[src/inc/mabie_pkg.sv]
// Constants and types shared by the instruction execution block.
package mabie_pkg;
    localparam int INSTR_W = 12;
    localparam int DATA_W = 8;
    localparam int ADDR_W = 5;
    localparam int PC_W = 9;
    localparam int BIDX_W = 3;
    // Opcode fields, aligned to the top of the instruction word.
    localparam logic [5:0] OPC_ADD_F = 6'h07;
    localparam logic [5:0] OPC_AND_F = 6'h05;
    localparam logic [3:0] OPC_AND_K = 4'he;
    localparam logic [3:0] OPC_BIT_RESET = 4'h4;
    localparam logic [3:0] OPC_BIT_ASSERT = 4'h5;
    localparam logic [3:0] OPC_SKIP_LOW = 4'h6;
    localparam logic [3:0] OPC_SKIP_HIGH = 4'h7;
    localparam logic [11:0] OPC_DIR_LOAD = 12'h006;
    // Field positions within the instruction word.
    localparam int TOP4_MSB = 11;
    localparam int TOP4_LSB = 8;
    localparam int TOP6_LSB = 6;
    localparam int DEST_BIT = 5;
    localparam int BIDX_MSB = 7;
    localparam int BIDX_LSB = 5;
    localparam int FADDR_MSB = 4;
    localparam int LIT_MSB = 7;
    // File addresses with side effects.
    localparam logic [4:0] TIMER_ADDR = 5'h01;
    localparam logic [4:0] PC_ADDR = 5'h02;
    localparam logic [4:0] PORT_ADDR = 5'h06;
    // Reset values, then byte constants and the nibble top-bit index.
    localparam logic [7:0] ACC_RST = 8'h00;
    localparam logic [7:0] PORT_RST = 8'h00;
    localparam logic [7:0] DIR_RST = 8'hff;
    localparam logic [7:0] ZERO_BYTE = 8'h00;
    localparam logic [7:0] ONE_BYTE = 8'h01;
    localparam int NIB_MSB = 3;
    typedef enum logic {MABIE_IDLE, MABIE_EXEC} mabie_state_e;
endpackage : mabie_pkg

[src/hdl/mabie_file_mem.sv]
// Data file register array with a registered read port.
`timescale 1ns/10ps
module mabie_file_mem
    import mabie_pkg::*;
(
    input wire logic ref_clk,
    input wire logic [mabie_pkg::ADDR_W-1:0] rd_addr,
    output logic [mabie_pkg::DATA_W-1:0] rd_data,
    input wire logic wr_en,
    input wire logic [mabie_pkg::ADDR_W-1:0] wr_addr,
    input wire logic [mabie_pkg::DATA_W-1:0] wr_data
);
    logic [DATA_W-1:0] mem_reg [0:(1<<ADDR_W)-1];

    // No reset: file contents are undefined at power-up, as in the core.
    always_ff @(posedge ref_clk) begin
        if (wr_en) begin
            mem_reg[wr_addr] <= wr_data;
        end
    end

    always_ff @(posedge ref_clk) begin
        rd_data <= mem_reg[rd_addr];
    end
endmodule : mabie_file_mem

[src/hdl/mabie_exec.sv]
// Execution unit for add, AND, bit and skip instructions of an 8-bit core.
`timescale 1ns/10ps
// Operation
// - Any PC write except absolute jump forces PC bit eight to zero.
// - Port read-modify-write uses pin levels, not the output latch.
// - Direction-load with operand 6 copies accumulator to port direction.
// - A direction bit of one turns that pin's output driver off.
// - Writing the timer count clears the prescaler when assigned to timer.
// - Add sums accumulator and file, routes by target bit, sets carry flags.
// - File AND routes result by target bit and updates only zero flag.
// - Immediate AND with eight-bit literal into accumulator, updates zero.
// - Bit reset clears bit 0-7 of file 0-31, flags unchanged.
// - Bit assert sets the selected file bit, flags unchanged.
// - Skip-if-low discards next instruction when bit is zero.
// - Skip-if-high discards next instruction when bit is one.
// - Bit ops decode by top four bits with index and address fields.
module mabie_exec
    import mabie_pkg::*;
(
    input wire logic ref_clk,
    input wire logic rst_n,
    input wire logic instr_valid,
    input wire logic [mabie_pkg::INSTR_W-1:0] instr_word,
    output logic instr_ready,
    output logic exec_done,
    output logic skip_next,
    input wire logic prescaler_to_timer,
    output logic prescaler_clear,
    output logic pc_load_valid,
    output logic [mabie_pkg::PC_W-1:0] pc_load_value,
    output logic [mabie_pkg::DATA_W-1:0] accumulator,
    output logic carry_flag,
    output logic nibble_overflow_bit,
    output logic zero_flag,
    input wire logic [mabie_pkg::DATA_W-1:0] pin_in,
    output logic [mabie_pkg::DATA_W-1:0] pin_out,
    output logic [mabie_pkg::DATA_W-1:0] pin_oe,
    output logic [mabie_pkg::DATA_W-1:0] pin_direction_latch
);
    import mabie_pkg::*;

    function automatic logic [DATA_W-1:0] bit_mask(
        input logic [BIDX_W-1:0] idx);
        bit_mask = ONE_BYTE << idx;
    endfunction : bit_mask

    mabie_state_e state_reg;
    logic [INSTR_W-1:0] instr_reg;
    logic [DATA_W-1:0] mem_rdata;
    logic [DATA_W-1:0] file_val;
    logic [ADDR_W-1:0] faddr;
    logic [BIDX_W-1:0] bidx;
    logic [3:0] top4;
    logic [5:0] top6;
    logic dest_file;
    logic accept;
    logic in_exec;
    logic [DATA_W-1:0] result;
    logic [DATA_W:0] sum9;
    logic [NIB_MSB+1:0] sum_nib;
    logic is_add, is_and_f, is_and_k, is_reset, is_assert;
    logic is_skip_low, is_skip_high, is_dir_load;
    logic wr_acc, wr_file, upd_z, upd_cdc, do_skip;

    assign accept = instr_valid && instr_ready;
    assign in_exec = (state_reg == MABIE_EXEC);
    assign faddr = instr_reg[FADDR_MSB:0];
    assign bidx = instr_reg[BIDX_MSB:BIDX_LSB];
    assign top4 = instr_reg[TOP4_MSB:TOP4_LSB];
    assign top6 = instr_reg[TOP4_MSB:TOP6_LSB];
    assign dest_file = instr_reg[DEST_BIT];
    // The port operand is the pin level so an input held low reads zero.
    assign file_val = (faddr == PORT_ADDR) ? pin_in : mem_rdata;

    assign is_add = (top6 == OPC_ADD_F);
    assign is_and_f = (top6 == OPC_AND_F);
    assign is_and_k = (top4 == OPC_AND_K);
    assign is_reset = (top4 == OPC_BIT_RESET);
    assign is_assert = (top4 == OPC_BIT_ASSERT);
    assign is_skip_low = (top4 == OPC_SKIP_LOW);
    assign is_skip_high = (top4 == OPC_SKIP_HIGH);
    assign is_dir_load = (instr_reg == OPC_DIR_LOAD);
    assign sum9 = {1'b0, accumulator} + {1'b0, file_val};
    assign sum_nib = {1'b0, accumulator[NIB_MSB:0]}
        + {1'b0, file_val[NIB_MSB:0]};

    always_comb begin
        result = ZERO_BYTE;
        wr_acc = 1'b0;
        wr_file = 1'b0;
        upd_z = 1'b0;
        upd_cdc = 1'b0;
        do_skip = 1'b0;
        if (is_add) begin
            result = sum9[DATA_W-1:0];
            wr_acc = !dest_file;
            wr_file = dest_file;
            upd_z = 1'b1;
            upd_cdc = 1'b1;
        end else if (is_and_f) begin
            result = accumulator & file_val;
            wr_acc = !dest_file;
            wr_file = dest_file;
            upd_z = 1'b1;
        end else if (is_and_k) begin
            result = accumulator & instr_reg[LIT_MSB:0];
            wr_acc = 1'b1;
            upd_z = 1'b1;
        end else if (is_reset) begin
            result = file_val & ~bit_mask(bidx);
            wr_file = 1'b1;
        end else if (is_assert) begin
            result = file_val | bit_mask(bidx);
            wr_file = 1'b1;
        end else if (is_skip_low) begin
            do_skip = !file_val[bidx];
        end else if (is_skip_high) begin
            do_skip = file_val[bidx];
        end
    end

    // Port writes land in the output latch, not the file array.
    mabie_file_mem u_file_mem (
        .ref_clk(ref_clk),
        .rd_addr(instr_word[FADDR_MSB:0]),
        .rd_data(mem_rdata),
        .wr_en(in_exec && wr_file && (faddr != PORT_ADDR)),
        .wr_addr(faddr),
        .wr_data(result)
    );

    // One cycle to read the file operand, one to execute.
    always_ff @(posedge ref_clk or negedge rst_n) begin
        if (!rst_n) begin
            state_reg <= MABIE_IDLE;
            instr_ready <= 1'b0;
            instr_reg <= '0;
        end else begin
            case (state_reg)
                MABIE_IDLE: begin
                    instr_ready <= !accept;
                    if (accept) begin
                        instr_reg <= instr_word;
                        state_reg <= MABIE_EXEC;
                    end
                end
                MABIE_EXEC: begin
                    instr_ready <= 1'b1;
                    state_reg <= MABIE_IDLE;
                end
                default: begin
                    instr_ready <= 1'b0;
                    state_reg <= MABIE_IDLE;
                end
            endcase
        end
    end

    always_ff @(posedge ref_clk or negedge rst_n) begin
        if (!rst_n) begin
            exec_done <= 1'b0;
            skip_next <= 1'b0;
        end else begin
            exec_done <= in_exec;
            skip_next <= in_exec && do_skip;
        end
    end

    always_ff @(posedge ref_clk or negedge rst_n) begin
        if (!rst_n) begin
            accumulator <= ACC_RST;
            zero_flag <= 1'b0;
            carry_flag <= 1'b0;
            nibble_overflow_bit <= 1'b0;
        end else if (in_exec) begin
            if (wr_acc) begin
                accumulator <= result;
            end
            if (upd_z) begin
                zero_flag <= (result == ZERO_BYTE);
            end
            if (upd_cdc) begin
                carry_flag <= sum9[DATA_W];
                nibble_overflow_bit <= sum_nib[NIB_MSB+1];
            end
        end
    end

    // The low byte of the PC is written as data; bit eight is always cleared.
    always_ff @(posedge ref_clk or negedge rst_n) begin
        if (!rst_n) begin
            pc_load_valid <= 1'b0;
            pc_load_value <= '0;
            prescaler_clear <= 1'b0;
        end else begin
            pc_load_valid <= in_exec && wr_file && (faddr == PC_ADDR);
            pc_load_value <= {1'b0, result};
            prescaler_clear <= in_exec && wr_file && (faddr == TIMER_ADDR)
                && prescaler_to_timer;
        end
    end

    // Output enables are kept as their own flops so the pins stay registered.
    always_ff @(posedge ref_clk or negedge rst_n) begin
        if (!rst_n) begin
            pin_out <= PORT_RST;
            pin_direction_latch <= DIR_RST;
            pin_oe <= ~DIR_RST;
        end else if (in_exec) begin
            if (wr_file && (faddr == PORT_ADDR)) begin
                pin_out <= result;
            end
            if (is_dir_load) begin
                pin_direction_latch <= accumulator;
                pin_oe <= ~accumulator;
            end
        end
    end
endmodule : mabie_exec

[config.mk]
export PLATFORM = sky130hd
export DESIGN_NAME = mabie_exec
export DESIGN_NICKNAME = d
export VERILOG_FILES = /design/src/inc/mabie_pkg.sv /design/src/hdl/mabie_file_mem.sv /design/src/hdl/mabie_exec.sv
export SDC_FILE = /design/constraint.sdc
export NUM_CORES = 1
export LEC_CHECK = 0
export BUFFER_PORTS_ARGS = -buffer_cell sky130_fd_sc_hd__buf_4
export CELL_PAD_IN_SITES_DETAIL_PLACEMENT = 0
export CELL_PAD_IN_SITES_GLOBAL_PLACEMENT = 2
export CORE_ASPECT_RATIO = 2
export CORE_UTILIZATION = 50
export CTS_BUF_LIST = sky130_fd_sc_hd__clkbuf_16
export CTS_CLUSTER_SIZE = 30
export DETAILED_ROUTE_END_ITERATION = 8
export GPL_TIMING_DRIVEN = 0
export PLACE_DENSITY_LB_ADDON = 0.1
export SLEW_MARGIN = 30
export SYNTH_ARGS = -nofsm -noshare
export SYNTH_HDL_FRONTEND = slang
export SYNTH_SLANG_ARGS = --single-unit
[constraint.sdc]
create_clock -name ref_clk -period 11.2 [get_ports ref_clk]
set_input_delay 1.68 -clock ref_clk [delete_from_list [all_inputs] [get_ports ref_clk]]
set_output_delay 1.68 -clock ref_clk [all_outputs]
set_load 0.05 [all_outputs]
==> flow_summary.yaml <==
run_status:
  outcome: "finished, final reports clean"
clocking:
  ctsResizeCount: 0
  cts_tree: "done"
  cts-hold-fix-buffers: 0
  clockBufferDepth: 3
  postCtsSetupBuffers: 0
  clk_pin_slew_ns: 0.07
  numCtsBuffers: 28
  cts_root_buf: "clkbuf_16"
  clk-insertion-delay-late_ns: 0.55
  cts_num_sinks: 325
  cts_max_level: 1
global_route:
  grt_first_pass_wirelength_um: 47570
  grt_remaining_overflow: 0
  first_global_vias: 7455
  grt_max_degree: 62
  antenna_found_initial: 0
  track_usage_pct: 25.76
timing:
  fin_crit_sh_pct: 38.56
  period_minus_slack_ns: 4.319
  setup_viol: 0
  fin_tns_setup_ns: 0
  slew_headroom_pct: 37.17
  hold_viol: 0
  worst_pin_slew_ns: 0.9390
  holdWs_ns: 0.3758
  max_freq_ghz: 0.2315
  finalMaxSlewViolations: 0
  grt_setup_unrepaired: "false"
  finClkSkew_ns: 0.01084
  worst_slack_ns: 6.881
power_and_ir_drop:
  peakVddDrop_mv: 0.1955
  power_switching_mw: 0.9220
  p_leak_nw: 5.482
  clockPowerShare_pct: 31.2
  swShare_pct: 29.82
  powerDensity_nw_per_um2: 202.2
  pwr-share-comb_pct: 21.2
  internal-power_mw: 2.170
  p_seq_share_pct: 47.7
  power_mw: 3.092
critical_path:
  cp_max_fo: 36
  startpoint_type: "input pin"
  required_ns: 11.64
  cp-end-kind: "register"
  critical_path_class: "in2reg"
  cp.arrival_ns: 4.76
  reg2reg_slack_ns: 7.07
drt:
  antenna_left: 0
  drc_errors: 0
  wire_per_inst_um: 27.31
  drt-initial-drc-count: 498
  drt_pass1_iterations: 5
  vias_per_cell: 5.817
  drt_wl_total_um: 32770
  vias: 6980
final_layout:
  antenna_cells: 0
  largest_reg_flops: 256
  drive_above_1_share_pct: 31.40
  nets: 872
  syn2layout_area_growth_pct: 16.33
yosys:
  avgSynthCellArea_sq_um: 18.18
  async_flop_share_pct: 18.77
  syn_inst: 723
  synth_cell_type_count: 54
  synth.yosys.seq_area_share_pct: 71.39
  ys_ff_latch: 325
  synth_ff_type: "edfxtp_1"
  syn_area_sq_um: 13140
  yosysWarnings: 0
  synth-edff-count: 256
placed_design:
  port-buffer-count: 66
  dpl.hpwl_um: 24020
  dpl_worst_slack_ns: 6.276
  gp_congestion: 0.8941
die:
  coreArea_sq_um: 25750
  boundaryPins: 73
  die_h_um: 231.3
  start_util_pct: 51.03
  row_count: 83
  die_area_sq_um: 26980
  die-width_um: 116.6
run:
  max_cap_violations: 0
min_path:
  hp-class: "reg2reg"
-- power groups by stage --
stage | clock network [mW] | logic, mW | registers, mW
after global placement | 0 | 0.599 | 1.51
after CTS | 0.982 | 0.660 | 1.47
after floorplan | 0 | 0.282 | 1.60
final | 0.964 | 0.655 | 1.47
after global routing | 1.02 | 0.695 | 1.48
after detailed placement | 0 | 0.656 | 1.50
-- layout by cell type, fill, tap and decap left out, types with 3 or more instances in the layout --
master,Yosys,layout
a21oi_1,6,4
and2_1,3,3
buf_1,3,3
buf_2,7,9
buf_4,1,69
buf_8,0,7
clkbuf_1,25,25
clkbuf_16,0,31
clkinv_1,0,3
clkinv_2,0,5
conb_1,1,9
dfrtp_1,53,53
dfstp_2,8,8
dfxtp_1,8,8
edfxtp_1,256,256
ha_1,8,8
inv_1,13,19
mux2_2,32,32
mux2i_1,8,8
mux4_2,82,82
nand2_1,60,60
nand2b_1,9,9
nand3_1,10,10
nand3b_1,4,4
nor2_1,51,51
nor2b_1,4,4
nor3_1,10,3
nor3_2,0,7
o21ai_0,16,16
xnor2_1,3,3
xor2_1,4,4
-- synthesized netlist by cell type, types with 3 or more instances --
master | n | area share (%)
mux2_2 | 32 | 2.7
a32oi_1 | 3 | 0.20
nand2b_1 | 9 | 0.43
nand3_1 | 10 | 0.38
and2_1 | 3 | 0.14
nor2_1 | 51 | 1.5
nor2b_1 | 4 | 0.19
clkbuf_1 | 25 | 0.71
a211o_1 | 3 | 0.20
mux4_2 | 82 | 14
edfxtp_1 | 256 | 58
xor2_1 | 4 | 0.27
nand3b_1 | 4 | 0.23
buf_1 | 3 | 0.086
dfstp_2 | 8 | 1.6
a21oi_1 | 6 | 0.23
xnor2_1 | 3 | 0.20
dfrtp_1 | 53 | 10
inv_1 | 13 | 0.37
buf_2 | 7 | 0.27
dfxtp_1 | 8 | 1.2
ha_1 | 8 | 0.76
nor3_1 | 10 | 0.38
mux2i_1 | 8 | 0.61
o21ai_0 | 16 | 0.61
nand2_1 | 60 | 1.7
-- path summary, 6_finish.rpt --
| path | start | to | depth (start not counted) |
|---|---|---|---|
| max reg2reg | instr_reg[3] | zero_flag | 12 |
| min | in_exec | exec_done | 0 |
| min in group asynchronous | rst_n | pc_load_value[4] | 1 |
| max in group asynchronous | rst_n | pc_load_value[6] | 1 |
| min reg2reg | in_exec | exec_done | 0 |
| max | pin_in[1] | zero_flag | 11 |
-- worst max-delay path: stages --
cell and delay [ns]:
buf_4 0.12, mux2i_2 0.29, inv_1 0.08, ha_1 0.28
a21oi_1 0.28, o22ai_1 0.21, o41ai_1 0.36, xnor2_1 0.11
a211o_2 0.65, or3_1 0.47, o41ai_2 0.21
-- layout make-up --
type	count	area, sq um
fill	1994	10470
sequential	325	9384
multi-input combinational	357	3706
clock buffer	31	775.7
timing repair buffer	78	653.1
tap	340	425.4
clock inverter	20	148.9
buffer	36	147.6
inverter	13	48.80
-- cells by family (layout without fill, tap and decap cells) --
| group | count (synthesis) | count (layout) | synth area share (%) |
|---|---|---|---|
| AOI/OAI and AO/OA | 48 | 48 | 2.570 |
| xor gates and xnor gates | 7 | 7 | 0.4665 |
| adders and majority gates | 9 | 9 | 0.9139 |
| buffers and inverters | 49 | 178 | 1.495 |
| DFF | 325 | 325 | 71.39 |
| muxes | 123 | 123 | 17.51 |
| other | 1 | 9 | 0.02853 |
| and+or+nand+nor | 161 | 161 | 5.626 |
-- through the flow --
step / cell area [sq um] / utilization, % / std cells
floorplan: 13170 / - / 731
global placement: 14090 / 54.73 / 1137
detailed placement: 14370 / 55.78 / 1149
CTS: 15290 / 59.37 / 1200
global route: 15290 / 59.37 / 1200
finish: 15290 / 59.37 / 1200
-- metal layers --
layer	part of all wire (%)	up-vias	track usage, %
li1	-	3062	-
met5	0	-	0
met1	33	3610	26.79
met3	3.3	77	2.589
met2	56	231	47.00
met4	7.9	0	18.35
No activity file was read; power rests on OpenSTA's default activity.
